File: config.mk
export PLATFORM = sky130hd
export DESIGN_NAME = moalu_core
export DESIGN_NICKNAME = d
export VERILOG_FILES = /design/src/moalu_pkg.sv /design/src/moalu_core.sv
export SDC_FILE = /design/constraint.sdc
export NUM_CORES = 1
export LEC_CHECK = 0
export ABC_AREA = 1
export ABC_CLOCK_PERIOD_IN_PS = 4600
export BUFFER_PORTS_ARGS = -buffer_cell sky130_fd_sc_hd__buf_4
export CELL_PAD_IN_SITES_DETAIL_PLACEMENT = 0
export CELL_PAD_IN_SITES_GLOBAL_PLACEMENT = 2
export CORE_MARGIN = 2
export CORE_UTILIZATION = 36
export CTS_BUF_LIST = sky130_fd_sc_hd__clkbuf_4 sky130_fd_sc_hd__clkbuf_8
export DETAILED_ROUTE_END_ITERATION = 6
export GPL_TIMING_DRIVEN = 1
export PLACE_DENSITY_LB_ADDON = 0.1
export SETUP_SLACK_MARGIN = 0.15
export SKIP_CTS_REPAIR_TIMING = 1
export SYNTH_ARGS = -nofsm -noshare
export SYNTH_HDL_FRONTEND = slang
export SYNTH_SLANG_ARGS = --single-unit
File: constraint.sdc
create_clock -name hclk -period 4.6 [get_ports hclk]
set_clock_uncertainty 0.1 [all_clocks]
set_input_delay 0 -clock hclk [delete_from_list [all_inputs] [get_ports hclk]]
set_output_delay 0 -clock hclk [all_outputs]
set_load 0.05 [all_outputs]
File: src/moalu_pkg.sv
// Package for the memory-operand ALU execution block.
// Assumes a single 100 MHz clock; one T state lasts four clock cycles.
package moalu_pkg;

  // ----------------------------------------------------------------
  // Register map (byte addresses, one word each)
  // ----------------------------------------------------------------
  localparam logic [7:0] MOALU_OFS_CTRL = 8'h00;
  localparam logic [7:0] MOALU_OFS_STAT = 8'h04;
  localparam logic [7:0] MOALU_OFS_ACC = 8'h08;
  localparam logic [7:0] MOALU_OFS_PAIRS = 8'h0c;
  localparam logic [7:0] MOALU_OFS_ALT = 8'h10;
  localparam logic [7:0] MOALU_OFS_IDX = 8'h14;
  localparam logic [7:0] MOALU_OFS_SP = 8'h18;
  localparam logic [7:0] MOALU_OFS_CNT = 8'h1c;
  localparam logic [7:0] MOALU_OFS_MEM = 8'h20;
  localparam logic [7:0] MOALU_OFS_CTR = 8'h24;
  localparam logic [7:0] MOALU_OFS_TGT = 8'h28;

  // ----------------------------------------------------------------
  // Control word fields
  // ----------------------------------------------------------------
  localparam int MOALU_CTRL_OP0 = 0;
  localparam int MOALU_CTRL_OP1 = 8;
  localparam int MOALU_CTRL_DISP = 16;
  localparam int MOALU_CTRL_PFX = 24;
  localparam int MOALU_CTRL_GO = 31;

  // ----------------------------------------------------------------
  // Opcodes
  // ----------------------------------------------------------------
  localparam logic [7:0] MOALU_OP_ADD = 8'h86;
  localparam logic [7:0] MOALU_OP_ADC = 8'h8e;
  localparam logic [7:0] MOALU_OP_SUB = 8'h96;
  localparam logic [7:0] MOALU_OP_XOR = 8'hae;
  localparam logic [7:0] MOALU_OP_CMP = 8'hbe;
  localparam logic [7:0] MOALU_OP_INC = 8'h34;
  localparam logic [7:0] MOALU_OP_DEC = 8'h35;
  localparam logic [7:0] MOALU_OP_BITPFX = 8'hcb;
  localparam logic [7:0] MOALU_OP_RR = 8'h1e;
  localparam logic [7:0] MOALU_OP_SLA = 8'h26;
  localparam logic [7:0] MOALU_OP_SRA = 8'h2e;
  localparam logic [7:0] MOALU_OP_SRL = 8'h3e;
  localparam logic [7:0] MOALU_OP_EXX = 8'hd9;
  localparam logic [7:0] MOALU_OP_EXSP = 8'he3;
  localparam logic [7:0] MOALU_PFX_MASK = 8'hdf;
  localparam logic [7:0] MOALU_PFX_VAL = 8'hdd;
  localparam int MOALU_IDX_SEL_BIT = 5;

  // ----------------------------------------------------------------
  // Flag positions
  // ----------------------------------------------------------------
  localparam int MOALU_F_C = 0;
  localparam int MOALU_F_N = 1;
  localparam int MOALU_F_PV = 2;
  localparam int MOALU_F_H = 4;
  localparam int MOALU_F_Z = 6;
  localparam int MOALU_F_S = 7;

  // ----------------------------------------------------------------
  // Timing (T states per instruction, clocks per T state)
  // ----------------------------------------------------------------
  localparam logic [4:0] MOALU_T_PLAIN = 5'd7;
  localparam logic [4:0] MOALU_T_IDX = 5'd19;
  localparam logic [4:0] MOALU_T_RMW = 5'd11;
  localparam logic [4:0] MOALU_T_IDX_RMW = 5'd23;
  localparam logic [4:0] MOALU_T_BIT = 5'd15;
  localparam logic [4:0] MOALU_T_EXSP = 5'd19;
  localparam logic [4:0] MOALU_T_EXX = 5'd4;
  localparam logic [4:0] MOALU_T_BAD = 5'd4;
  localparam logic [7:0] MOALU_TSTATE_DIV = 8'd4;

  typedef enum logic [1:0] {MOALU_IDLE, MOALU_RUN} moalu_state_e;

  typedef struct packed {
    logic [7:0] acc;
    logic [7:0] flags;
    logic [15:0] mem_ptr;
    logic [15:0] counter;
    logic [15:0] target;
    logic [15:0] alt_mem_ptr;
    logic [15:0] alt_counter;
    logic [15:0] alt_target;
    logic [15:0] idx_first;
    logic [15:0] idx_second;
    logic [15:0] stack_ptr;
  } moalu_regs_s;

  typedef struct packed {
    moalu_state_e state;
    moalu_regs_s regs;
    logic [31:0] ctrl;
    logic [4:0] tleft;
    logic [7:0] div;
    logic bad_op;
    logic [7:0] mem_lo;
    logic [7:0] mem_hi;
    logic data_ph;
    logic data_wr;
    logic [7:0] data_addr;
    logic [31:0] rdata;
  } moalu_all_s;

endpackage : moalu_pkg

File: src/moalu_core.sv
// Memory-operand ALU execution unit with an AHB-Lite register port.
// Assumes a single-master AHB-Lite bus; the memory operand and the two
// stacked bytes are held in registers that software loads before a run.
`timescale 1ns/100ps

// Overview of operation
// [RL1] 86: add memory_pointer_pair byte to accumulator, 7 T states.
// [RL2] Add: half-carry from bit 3, carry from bit 7, subtract flag cleared.
// [RL3] Add-with-carry adds operand plus carry; indexed form 19 T states.
// [RL4] Subtract: half-carry from bit 4 borrow, subtract flag set, carry=borrow.
// [RL5] Add, adc, subtract, compare set overflow on signed range excess.
// [RL6] Exclusive-OR memory byte into the accumulator.
// [RL7] Compare BE sets flags from subtraction only, 7 T states.
// [RL8] Prefix 11x11101 bit 5 selects index; indexed compare 19 T states.
// [RL9] 34 increments memory byte and writes back, 11 T states.
// [RL10] Increment: overflow only from 7F, half-carry bit 3, N cleared, carry kept.
// [RL11] Indexed increment uses index plus displacement, 23 T states.
// [RL12] Decrement: overflow only from 80, half-carry bit 4 borrow, N set.
// [RL13] Rotate right: carry from bit 0, H and N cleared, even parity flag.
// [RL14] CB-prefixed forms on memory pointer take 15 T states.
// [RL15] Indexed CB forms: prefix, CB, displacement, operation; 23 T states. Code takes the operation from the displacement byte.
// [RL16] Shift left arith: carry from bit 7, H and N cleared, parity.
// [RL17] Shift right logical: sign cleared, zero, H N cleared, carry bit 0.
// [RL18] swap_all_pairs exchanges three pairs with alternate bank.
// [RL19] E3 swaps pointer pair with two stacked bytes, flags kept, 19 T.
// [RL20] Indexed E3 swaps selected index register, 23 T states.
// [RL21] Compare leaves the accumulator unchanged.
// [RL22] Flags without defined effect keep their previous values.
module moalu_core
  import moalu_pkg::*;
(
  input wire logic hclk,
  input wire logic hresetn,
  input wire logic hsel,
  input wire logic [31:0] haddr,
  input wire logic [1:0] htrans,
  input wire logic hwrite,
  input wire logic [2:0] hsize,
  input wire logic [31:0] hwdata,
  input wire logic hready,
  output logic [31:0] hrdata,
  output logic hreadyout,
  output logic hresp,
  output logic busy,
  output logic [15:0] operand_addr
);

  // ----------------------------------------------------------------
  // State
  // ----------------------------------------------------------------
  moalu_all_s q;
  moalu_all_s d;

  logic [7:0] op0;
  logic [7:0] op1;
  logic [7:0] disp;
  logic [7:0] pfx;
  logic indexed;
  logic [15:0] idx_val;
  logic [15:0] eff_addr;

  // Every prefix byte has its top bit set, so that bit is implied here and the
  // top bit of the control word stays free to act as go
  assign pfx = {1'b1, q.ctrl[MOALU_CTRL_PFX +: 7]};
  assign op0 = q.ctrl[MOALU_CTRL_OP0 +: 8];
  assign op1 = q.ctrl[MOALU_CTRL_OP1 +: 8];
  assign disp = q.ctrl[MOALU_CTRL_DISP +: 8];
  assign indexed = (pfx & MOALU_PFX_MASK) == MOALU_PFX_VAL; // RL8
  assign idx_val = pfx[MOALU_IDX_SEL_BIT] ? q.regs.idx_second : q.regs.idx_first; // RL8
  assign eff_addr = indexed ? idx_val + {{8{disp[7]}}, disp} : q.regs.mem_ptr; // RL11

  assign hreadyout = 1'b1;
  assign hresp = 1'b0;
  assign hrdata = q.rdata;
  assign busy = q.state == MOALU_RUN;
  assign operand_addr = eff_addr;

  // ----------------------------------------------------------------
  // Flag helpers
  // ----------------------------------------------------------------
  function automatic logic [7:0] szp(input logic [7:0] r, input logic [7:0] f);
    logic [7:0] o;
    o = f;
    o[MOALU_F_S] = r[7];
    o[MOALU_F_Z] = r == 8'h00;
    o[MOALU_F_PV] = ~^r;
    return o;
  endfunction : szp

  // ----------------------------------------------------------------
  // Execution
  // ----------------------------------------------------------------
  logic [7:0] cur_op;
  logic [8:0] sum;
  logic [4:0] nib;
  logic [7:0] res;
  logic [7:0] nf;
  logic wr_acc;
  logic wr_mem;
  logic [4:0] tcount;
  logic legal;
  logic cin;
  logic [7:0] m;
  logic [7:0] a;

  always_comb begin
    cur_op = indexed ? op1 : op0;
    m = q.mem_lo;
    a = q.regs.acc;
    cin = 1'b0;
    sum = 9'h000;
    nib = 5'h00;
    res = 8'h00;
    nf = q.regs.flags; // RL22
    wr_acc = 1'b0;
    wr_mem = 1'b0;
    legal = 1'b1;
    // Refused codes still run a short while so software always sees busy fall
    tcount = MOALU_T_BAD;
    // The indexed bit form reads its operation byte from the displacement field
    if (pfx == MOALU_OP_BITPFX || (indexed && op1 == MOALU_OP_BITPFX)) begin
      tcount = indexed ? MOALU_T_IDX_RMW : MOALU_T_BIT; // RL14 RL15
      wr_mem = 1'b1;
      nf[MOALU_F_H] = 1'b0;
      nf[MOALU_F_N] = 1'b0;
      unique case (indexed ? disp : op0) // RL15
        MOALU_OP_RR: begin
          res = {q.regs.flags[MOALU_F_C], m[7:1]}; // RL13
          nf[MOALU_F_C] = m[0]; // RL13
        end
        MOALU_OP_SLA: begin
          res = {m[6:0], 1'b0}; // RL16
          nf[MOALU_F_C] = m[7]; // RL16
        end
        MOALU_OP_SRA: begin
          res = {m[7], m[7:1]};
          nf[MOALU_F_C] = m[0];
        end
        MOALU_OP_SRL: begin
          res = {1'b0, m[7:1]}; // RL17
          nf[MOALU_F_C] = m[0]; // RL17
        end
        default: begin
          legal = 1'b0;
          wr_mem = 1'b0;
          nf = q.regs.flags;
        end
      endcase
      if (legal) begin
        nf = szp(res, nf); // RL13 RL16 RL17
      end
    end else begin
      unique case (cur_op)
        MOALU_OP_ADD, MOALU_OP_ADC: begin
          cin = (cur_op == MOALU_OP_ADC) & q.regs.flags[MOALU_F_C]; // RL3
          sum = {1'b0, a} + {1'b0, m} + {8'h00, cin}; // RL1
          nib = {1'b0, a[3:0]} + {1'b0, m[3:0]} + {4'h0, cin};
          res = sum[7:0];
          nf = szp(res, nf);
          nf[MOALU_F_H] = nib[4]; // RL2
          nf[MOALU_F_C] = sum[8]; // RL2
          nf[MOALU_F_N] = 1'b0; // RL2
          nf[MOALU_F_PV] = (a[7] == m[7]) && (res[7] != a[7]); // RL5
          wr_acc = 1'b1;
          tcount = indexed ? MOALU_T_IDX : MOALU_T_PLAIN; // RL1 RL3
        end
        MOALU_OP_SUB, MOALU_OP_CMP: begin
          sum = {1'b0, a} - {1'b0, m};
          nib = {1'b0, a[3:0]} - {1'b0, m[3:0]};
          res = sum[7:0];
          nf = szp(res, nf);
          nf[MOALU_F_H] = nib[4]; // RL4 RL7
          nf[MOALU_F_C] = sum[8]; // RL4 RL7
          nf[MOALU_F_N] = 1'b1; // RL4 RL7
          nf[MOALU_F_PV] = (a[7] != m[7]) && (res[7] != a[7]); // RL5
          wr_acc = cur_op == MOALU_OP_SUB; // RL21
          tcount = indexed ? MOALU_T_IDX : MOALU_T_PLAIN; // RL7 RL8
        end
        MOALU_OP_XOR: begin
          res = a ^ m; // RL6
          nf = szp(res, nf);
          nf[MOALU_F_H] = 1'b0;
          nf[MOALU_F_N] = 1'b0;
          nf[MOALU_F_C] = 1'b0;
          wr_acc = 1'b1; // RL6
          tcount = indexed ? MOALU_T_IDX : MOALU_T_PLAIN;
        end
        MOALU_OP_INC: begin
          res = m + 8'h01; // RL9
          nf = szp(res, nf);
          nf[MOALU_F_PV] = m == 8'h7f; // RL10
          nf[MOALU_F_H] = m[3:0] == 4'hf; // RL10
          nf[MOALU_F_N] = 1'b0; // RL10
          wr_mem = 1'b1; // RL9
          tcount = indexed ? MOALU_T_IDX_RMW : MOALU_T_RMW; // RL9 RL11
        end
        MOALU_OP_DEC: begin
          res = m - 8'h01;
          nf = szp(res, nf);
          nf[MOALU_F_PV] = m == 8'h80; // RL12
          nf[MOALU_F_H] = m[3:0] == 4'h0; // RL12
          nf[MOALU_F_N] = 1'b1; // RL12
          wr_mem = 1'b1;
          tcount = indexed ? MOALU_T_IDX_RMW : MOALU_T_RMW;
        end
        MOALU_OP_EXSP: begin
          tcount = indexed ? MOALU_T_IDX_RMW : MOALU_T_EXSP; // RL19 RL20
        end
        MOALU_OP_EXX: begin
          legal = !indexed;
          tcount = MOALU_T_EXX;
        end
        default: begin
          legal = 1'b0;
        end
      endcase
    end
  end

  // ----------------------------------------------------------------
  // Bus decode and sequencing strobes
  // ----------------------------------------------------------------
  logic [7:0] bus_idx;
  logic tick;
  logic bus_take;
  logic bus_read;
  logic bus_write;
  logic start;
  logic finish;
  logic commit;
  logic do_exsp;
  logic do_exx;

  // One T state spans a fixed number of clocks; tick closes each one
  assign tick = q.div == MOALU_TSTATE_DIV - 8'd1;
  assign bus_idx = q.data_addr;
  assign bus_take = hsel && hready && htrans[1];
  assign bus_read = bus_take && !hwrite;
  // Writes landing during a run are dropped so operands cannot change under it
  assign bus_write = q.data_ph && q.data_wr && q.state == MOALU_IDLE;
  assign start = q.state == MOALU_IDLE && q.ctrl[MOALU_CTRL_GO];
  // Results commit on the closing tick of the last T state
  assign finish = q.state == MOALU_RUN && tick && q.tleft == 5'd1;
  assign commit = finish && legal;
  assign do_exsp = cur_op == MOALU_OP_EXSP && pfx != MOALU_OP_BITPFX;
  assign do_exx = cur_op == MOALU_OP_EXX && pfx != MOALU_OP_BITPFX;

  // ----------------------------------------------------------------
  // Register read mux
  // ----------------------------------------------------------------
  logic [31:0] stat_word;
  logic [31:0] cnt_word;
  logic [31:0] mem_word;
  logic [31:0] rd_word;

  // Busy and refusal sit just above the flags so one read polls all three
  assign stat_word = {22'h000000, q.bad_op, busy, q.regs.flags};
  assign cnt_word = {27'h0000000, q.tleft};
  assign mem_word = {16'h0000, q.mem_hi, q.mem_lo};

  always_comb begin
    unique case (haddr[7:0])
      MOALU_OFS_CTRL: rd_word = q.ctrl;
      MOALU_OFS_STAT: rd_word = stat_word;
      MOALU_OFS_ACC: rd_word = {24'h000000, q.regs.acc};
      MOALU_OFS_PAIRS: rd_word = {16'h0000, q.regs.mem_ptr};
      MOALU_OFS_ALT: rd_word = {16'h0000, q.regs.alt_mem_ptr};
      MOALU_OFS_IDX: rd_word = {q.regs.idx_second, q.regs.idx_first};
      MOALU_OFS_SP: rd_word = {16'h0000, q.regs.stack_ptr};
      MOALU_OFS_CNT: rd_word = cnt_word;
      MOALU_OFS_MEM: rd_word = mem_word;
      MOALU_OFS_CTR: rd_word = {q.regs.alt_counter, q.regs.counter};
      MOALU_OFS_TGT: rd_word = {q.regs.alt_target, q.regs.target};
      default: rd_word = 32'h00000000;
    endcase
  end

  // ----------------------------------------------------------------
  // Next state
  // ----------------------------------------------------------------
  always_comb begin
    d = q;
    // Address phase capture
    d.data_ph = bus_take;
    if (bus_take) begin
      d.data_wr = hwrite;
      d.data_addr = haddr[7:0];
    end
    // Read data
    if (bus_read) begin
      d.rdata = rd_word;
    end
    // Register writes are ignored while an instruction runs
    if (bus_write) begin
      unique case (bus_idx)
        MOALU_OFS_CTRL: d.ctrl = hwdata;
        MOALU_OFS_STAT: d.regs.flags = hwdata[7:0];
        MOALU_OFS_ACC: d.regs.acc = hwdata[7:0];
        MOALU_OFS_PAIRS: d.regs.mem_ptr = hwdata[15:0];
        MOALU_OFS_ALT: d.regs.alt_mem_ptr = hwdata[15:0];
        MOALU_OFS_IDX: {d.regs.idx_second, d.regs.idx_first} = hwdata;
        MOALU_OFS_SP: d.regs.stack_ptr = hwdata[15:0];
        MOALU_OFS_MEM: {d.mem_hi, d.mem_lo} = hwdata[15:0];
        MOALU_OFS_CTR: {d.regs.alt_counter, d.regs.counter} = hwdata;
        MOALU_OFS_TGT: {d.regs.alt_target, d.regs.target} = hwdata;
        default: d.rdata = q.rdata;
      endcase
    end
    unique case (q.state)
      MOALU_IDLE: begin
        // Divider restarts so every run is made of whole T states
        d.div = 8'd0;
        if (start) begin
          d.ctrl[MOALU_CTRL_GO] = 1'b0;
          d.bad_op = !legal;
          d.tleft = tcount;
          d.state = MOALU_RUN;
        end
      end
      MOALU_RUN: begin
        d.div = tick ? 8'd0 : q.div + 8'd1;
        if (tick) begin
          d.tleft = q.tleft - 5'd1;
          if (finish) begin
            d.state = MOALU_IDLE;
            if (commit) begin
              d.regs.flags = nf; // RL22
              if (wr_acc) begin
                d.regs.acc = res;
              end
              if (wr_mem) begin
                d.mem_lo = res;
              end
              // The stacked bytes live in MEM; the block owns no memory bus
              if (do_exsp) begin
                {d.mem_hi, d.mem_lo} = indexed ? idx_val : q.regs.mem_ptr; // RL19 RL20
                if (!indexed) begin
                  d.regs.mem_ptr = {q.mem_hi, q.mem_lo}; // RL19
                end else if (pfx[MOALU_IDX_SEL_BIT]) begin
                  d.regs.idx_second = {q.mem_hi, q.mem_lo}; // RL20
                end else begin
                  d.regs.idx_first = {q.mem_hi, q.mem_lo}; // RL20
                end
              end
              if (do_exx) begin
                d.regs.mem_ptr = q.regs.alt_mem_ptr; // RL18
                d.regs.alt_mem_ptr = q.regs.mem_ptr; // RL18
                d.regs.counter = q.regs.alt_counter; // RL18
                d.regs.alt_counter = q.regs.counter; // RL18
                d.regs.target = q.regs.alt_target; // RL18
                d.regs.alt_target = q.regs.target; // RL18
              end
            end
          end
        end
      end
      default: d.state = MOALU_IDLE;
    endcase
  end

  // ----------------------------------------------------------------
  // Registers
  // ----------------------------------------------------------------
  always_ff @(posedge hclk or negedge hresetn) begin
    if (!hresetn) begin
      q <= '0;
    end else begin
      q <= d;
    end
  end

endmodule : moalu_core

== Yosys cells after proc, flatten, opt, wreduce, memory -nomap -nowiden ==
Cells that the tools add are included.
Operators by class
  $add $sub $neg: 11
  equality and inequality tests: 56
  mux-type cells: 72
  bitwise logic cells: 2
  reduce and logical (&&, ||, !) cells: 47
Operators with widths (count)
  $pmux W32 S11: 1
  $mux W16: 21
  $mux W146: 2
  $mux W144: 2
  $mux W32: 7
  $mux W192: 1
  $mux W96: 1
  $eq A8 B6 Y1 const B: 11
  $mux W8: 11
  $pmux W8 S5: 2
  $eq A8 B8 Y1 const B: 9
  $eq A8 B5 Y1 const B: 8
  $logic_not A8 Y1: 8
  $eq A8 B4 Y1 const B: 4
  $pmux W8 S4: 1
  $mux W5: 6
  $pmux W13 S2: 1
  $add A16 B16 Y16: 1
  $add A8 B1 Y8 const B: 2
  $eq A8 B3 Y1 const B: 2
  $reduce_xnor A8 Y1: 2
  $pmux W5 S3: 1
  $logic_and A1 B1 Y1: 14
  $ne A6 B6 Y1 const B: 2
  45 further kinds: 68
Storage, ports and cells
  flip-flop bits (word level): 266
  input bits: 74
  output and inout port bits: 51

== Logic depth before layout (Yosys ltp) ==
  depth in word-level cells: 13
  gate-level depth with buffers: 26
  mapped depth without buffers: 25

== Worst setup path after synthesis ==
Ideal clock, no wire load.
  path type: reg2out
  start point: register q (netlist bit pfx[5])
  end point: output port operand_addr[12]
  arrival time: 3.675 ns
  data required time: 4.500 ns
  setup slack: 0.825 ns
  stages on the path, launching flop included: 19
  path through: dfrtp_1 clkbuf_1 clkbuf_1 nand2_1 o21ai_0 ha_1 inv_1 fa_1 inv_1 nand3_1 nand2_1 a21oi_1 nor2_1 o21ai_0 nand2_1 a21boi_0 o21ai_0 nor2_1 o21ai_0
On the way
  longest elaborated chain between the ends: 3
Ends and longest elaborated chain
  start, declared: RTL line moalu_core.sv:51  | moalu_all_s q;
  start signal, assigned: RTL line moalu_core.sv:366  | q <= '0;
  start signal, assigned: RTL line moalu_core.sv:368  | q <= d;
  $mux W16: RTL line moalu_core.sv:69  | assign idx_val = pfx[MOALU_IDX_SEL_BIT] ? q.regs.idx_second : q.regs.idx_first;
  $add A16 B16 Y16: RTL line moalu_core.sv:70  | assign eff_addr = indexed ? idx_val + {{8{disp[7]}}, disp} : q.regs.mem_ptr;
  $mux W16: RTL line moalu_core.sv:70
  end, declared: RTL line moalu_core.sv:45  | output logic [15:0] operand_addr
Every way passes these cells.

== Worst setup path in the final report ==
Same ends and word-level chain as after synthesis.

==> results.txt <==
The run finished, with violations left. The checks that failed: hold timing. The count of nets left with antenna violations once routing finished came out at 0. Setup repair after global routing could not meet its margin everywhere. The signal arrival time at the worst endpoint is about 4000 ps. The cell type with the highest aggregate area in the netlist is dfrtp_1. The most instantiated flip-flop cell in the synthesis netlist is dfrtp_1. The final hold slack is -59.4 ps.

The async set or reset register ratio after synthesis is 100%. The via count of the first global-routing pass is 17200. The slowest stage of the critical path belongs to the cell o21ai_0.

The critical path in this run is classified as reg2out. The number of enable-type register cells in the synthesized netlist came out at 0. The clock tree from TritonCTS is built. At the pin with the least slew margin, the transition time is about 1200 ps.

The global-route wire length before repair is 116000 µm. The critical path buffer and inverter count is 2. At the placement stage, the worst setup path has a slack of around 460 ps.

After the flow finishes, the layout carries non-filler instances totaling 3325. CTS built an H-tree with a depth of 2. The maximum buffer depth of the clock tree came out at 3.

The violation count after the first detailed-routing iteration is 1707. In the synthesized netlist, the number of instances is about 2500. On the critical path the largest part of the delay comes from compound AO/OA/AOI/OAI gates. The number of warning messages in the yosys log is 0. The netlist uses 53 different library cells. STA classifies the critical path startpoint as a flop. The count of state elements after synthesis is 265. The tightest min-delay check is of the in2reg type.

The clock transition at the registers of the reported paths came out at ~60 ps. After detailed routing, the number of vias per cell comes to 5.44. After synthesis, the mean cell area works out to 7.03 µm². The first detailed-routing pass took 6 iterations. The total routing usage reported by global routing is between 30 and 40%. Max-cap violations in this run came to 0. The chip width came out at between 200 and 250 µm. The clock sink count is 265.

Sorting the synthesized cells by area gives the leading types as dfrtp_1, nand2_1, o21ai_0. In the final layout, flip-flops and latches occupy 6640 µm². The insertion delay of the later-clocked pin in the worst-skew pair is ~650 ps. After synthesis the cells add up to 17800 µm². STA classifies the critical path endpoint as an output port.

Of the post-synthesis cell area, the dominant cell type holds 37.2%. After layout, the worst path uses about nine tenths of the clock period. The final period demand of the worst path came out at 4130 ps.

The die is 227 µm tall. The total negative slack for setup checks is 0 ps. Traced cell by cell, the critical path runs through o21ai_0 > ha_1 > nand2_1 > inv_1 > a21oi_1 > nor2_1 > o21ai_0 > nand2_1 > a21boi_0 > o21ai_0 > nand2_1 > nand2_1 > o21ai_0 > buf_4. The largest net degree at the start of global routing is 110. The net count reported at finish came out at about 2800. Headroom to the max-slew limit came out at 20.7%.

Leaving out fill and tap cells, the most frequent cell in the layout is nand2_1. The library cells used most frequently in the layout, excluding fill and tap cells, are nand2_1, o21ai_0, inv_1. The required time of the worst setup path is 4500 ps.

The number of setup violations in the final report came out at 0. The highest attainable clock frequency came out at between 0.2 and 0.25 GHz. The standby leakage power is 0.0101 µW.

The overall routed net length came out at 78500 µm. The final count of pins violating max slew came out at 0. The via count came out at 18100. For this configuration, the core starts out at a cell density of 36.4%.

The count of buffers added on input and output ports is 94. The wire-length estimate of the detail-placed layout is 59200 µm. The die footprint is 51300 µm².

The total overflow left after global routing is 0. The initial antenna violation count is 4. The net count of the mapped netlist came out at 2665.

After floorplanning, the core was sized to cover between 40000 and 50000 µm². The largest fanout on the critical path came out at 22. The routability-driven placement congestion ratio is 0.949. The ratio of cells with drive above 1 in the final layout came out at between 10% and 20%. Summing all multi-input logic gate instances after layout gives 9370 µm². The longest individual stage delay on the worst path is roughly 630 ps.

The number of DRC violations after detailed routing is 0. In this run, placement finished with an instance count of 3201. 125 I/O pins were placed.

The cell chosen for the clock root is clkbuf_8. The power density over cell area is 344 nW/µm². The sequential element share of the synthesized area is 37.2%. The area growth from synthesis to layout is 14.9%. The worst voltage drop across the vdd grid is 0.154 mV. The layout has 5204 filler cells.

After detailed routing, the average wire length per cell comes to 23.6 µm. The initialized floorplan defines 81 standard-cell rows. The final count of hold timing violations came out at 10.

Clock tree synthesis inserted a total of 51 buffers. The final worst setup slack is about 470 ps.
[logic make-up after synthesis]
family	synth area share (%)
buffers and inverters	10.4
flip-flops	37.2
multiplexers	0.863
XOR/XNOR	1.33
adder cells (fa/ha/maj)	3.84
other	0.0421
AND/OR/NAND/NOR	25.4
AO/OA/AOI/OAI	20.9
[stage by stage]
step / cell area, µm² / hold slack, ps / utilization [%] / power, µW
global placement: 19100 / 26.3 / 39.0 / 4660
detailed placement: 19100 / 41.0 / 39.0 / 4680
floorplan: 17800 / -396 / - / 3980
global route: 20500 / 33.5 / 41.9 / 7440
CTS: 20000 / -655 / 40.9 / 7050
finish: 20500 / -59.4 / 41.9 / 7050
[state kept, by name (all words and copies together), names as in the netlist]
signal	cells
q	165
hrdata	32
a	8
bus_idx	8
disp	8
m	8
mem_word	8
op0	8
op1	8
pfx	7
cnt_word	5
[layer usage]
metal	vias to the layer above	track usage, %	wire [µm]
met5	-	0	13
met4	2	12.1	3110
met3	144	4.44	4980
met2	606	49.6	35800
met1	8755	42.0	34600
li1	8590	-	-
[power by group]
part	internal [µW]	total (µW)	switching, µW
Combinational	624	1910	1290
Clock	1270	2360	1090
Sequential	2530	2780	257
[cell usage after synthesis, types with 3 or more instances]
cell / n
nand2_2: 11
mux2_2: 3
nor2_4: 7
clkinv_1: 5
a31oi_1: 16
nor2_8: 4
o22ai_1: 49
nand3_1: 104
nor2_1: 157
o21ai_1: 124
buf_2: 13
a22o_1: 3
o31ai_1: 3
o21ai_2: 4
nand2_1: 698
a211oi_1: 3
a221oi_1: 38
nor4_1: 4
xor2_1: 18
inv_2: 9
buf_4: 46
nand3b_1: 10
ha_1: 50
o2111ai_1: 4
o211ai_1: 12
inv_1: 272
buf_1: 8
buf_6: 5
a21oi_1: 104
nand2_4: 4
xnor2_1: 9
or2_2: 6
clkbuf_1: 77
nand4_1: 24
nand3_2: 3
nor3_1: 27
a21o_1: 12
mux2i_1: 12
dfrtp_1: 265
fa_1: 3
o21ai_0: 293
[final timing paths]
path                                     to  slack (ps)       from  cells after the start
hold reg to reg                       q[59]         360      q[59]                      1
hold / removal                        q[41]         -60  htrans[1]                      3
min in group asynchronous             q[40]         360    hresetn                      3
setup / recovery           operand_addr[12]         470     pfx[5]                     14
max in group asynchronous            pfx[5]        2780    hresetn                      4
setup reg to reg                       m[4]         610     pfx[3]                     22
[worst reg2reg max path: stages (launching register included)]
cell	delay [ps]
dfrtp_1	430
inv_1	130
nor2_4	170
nand2_4	200
nand2_1	210
nand2_1	140
nor2_1	250
nand4_1	220
fa_1	480
o21ai_1	290
nand2_1	110
nand2_1	120
xor2_1	260
nand3b_1	150
nand2_1	50
nor2_1	90
nand3_1	140
nand2_1	90
nand2_1	50
nand2_1	50
nand2_1	40
nand2_1	60
nand2_1	60
[cell type report]
type | instances | share of cell area, %
Timing Repair Buffer | 192 | 7.90
Sequential cell | 265 | 32.4
Antenna cell | 1 | 0.0122
Multi-Input combinational cell | 1838 | 45.7
Inverter | 286 | 5.24
Clock buffer | 75 | 4.52
Clock inverter | 4 | 0.183
Tap cell | 664 | 4.05
No activity file was read; power rests on OpenSTA's default activity.
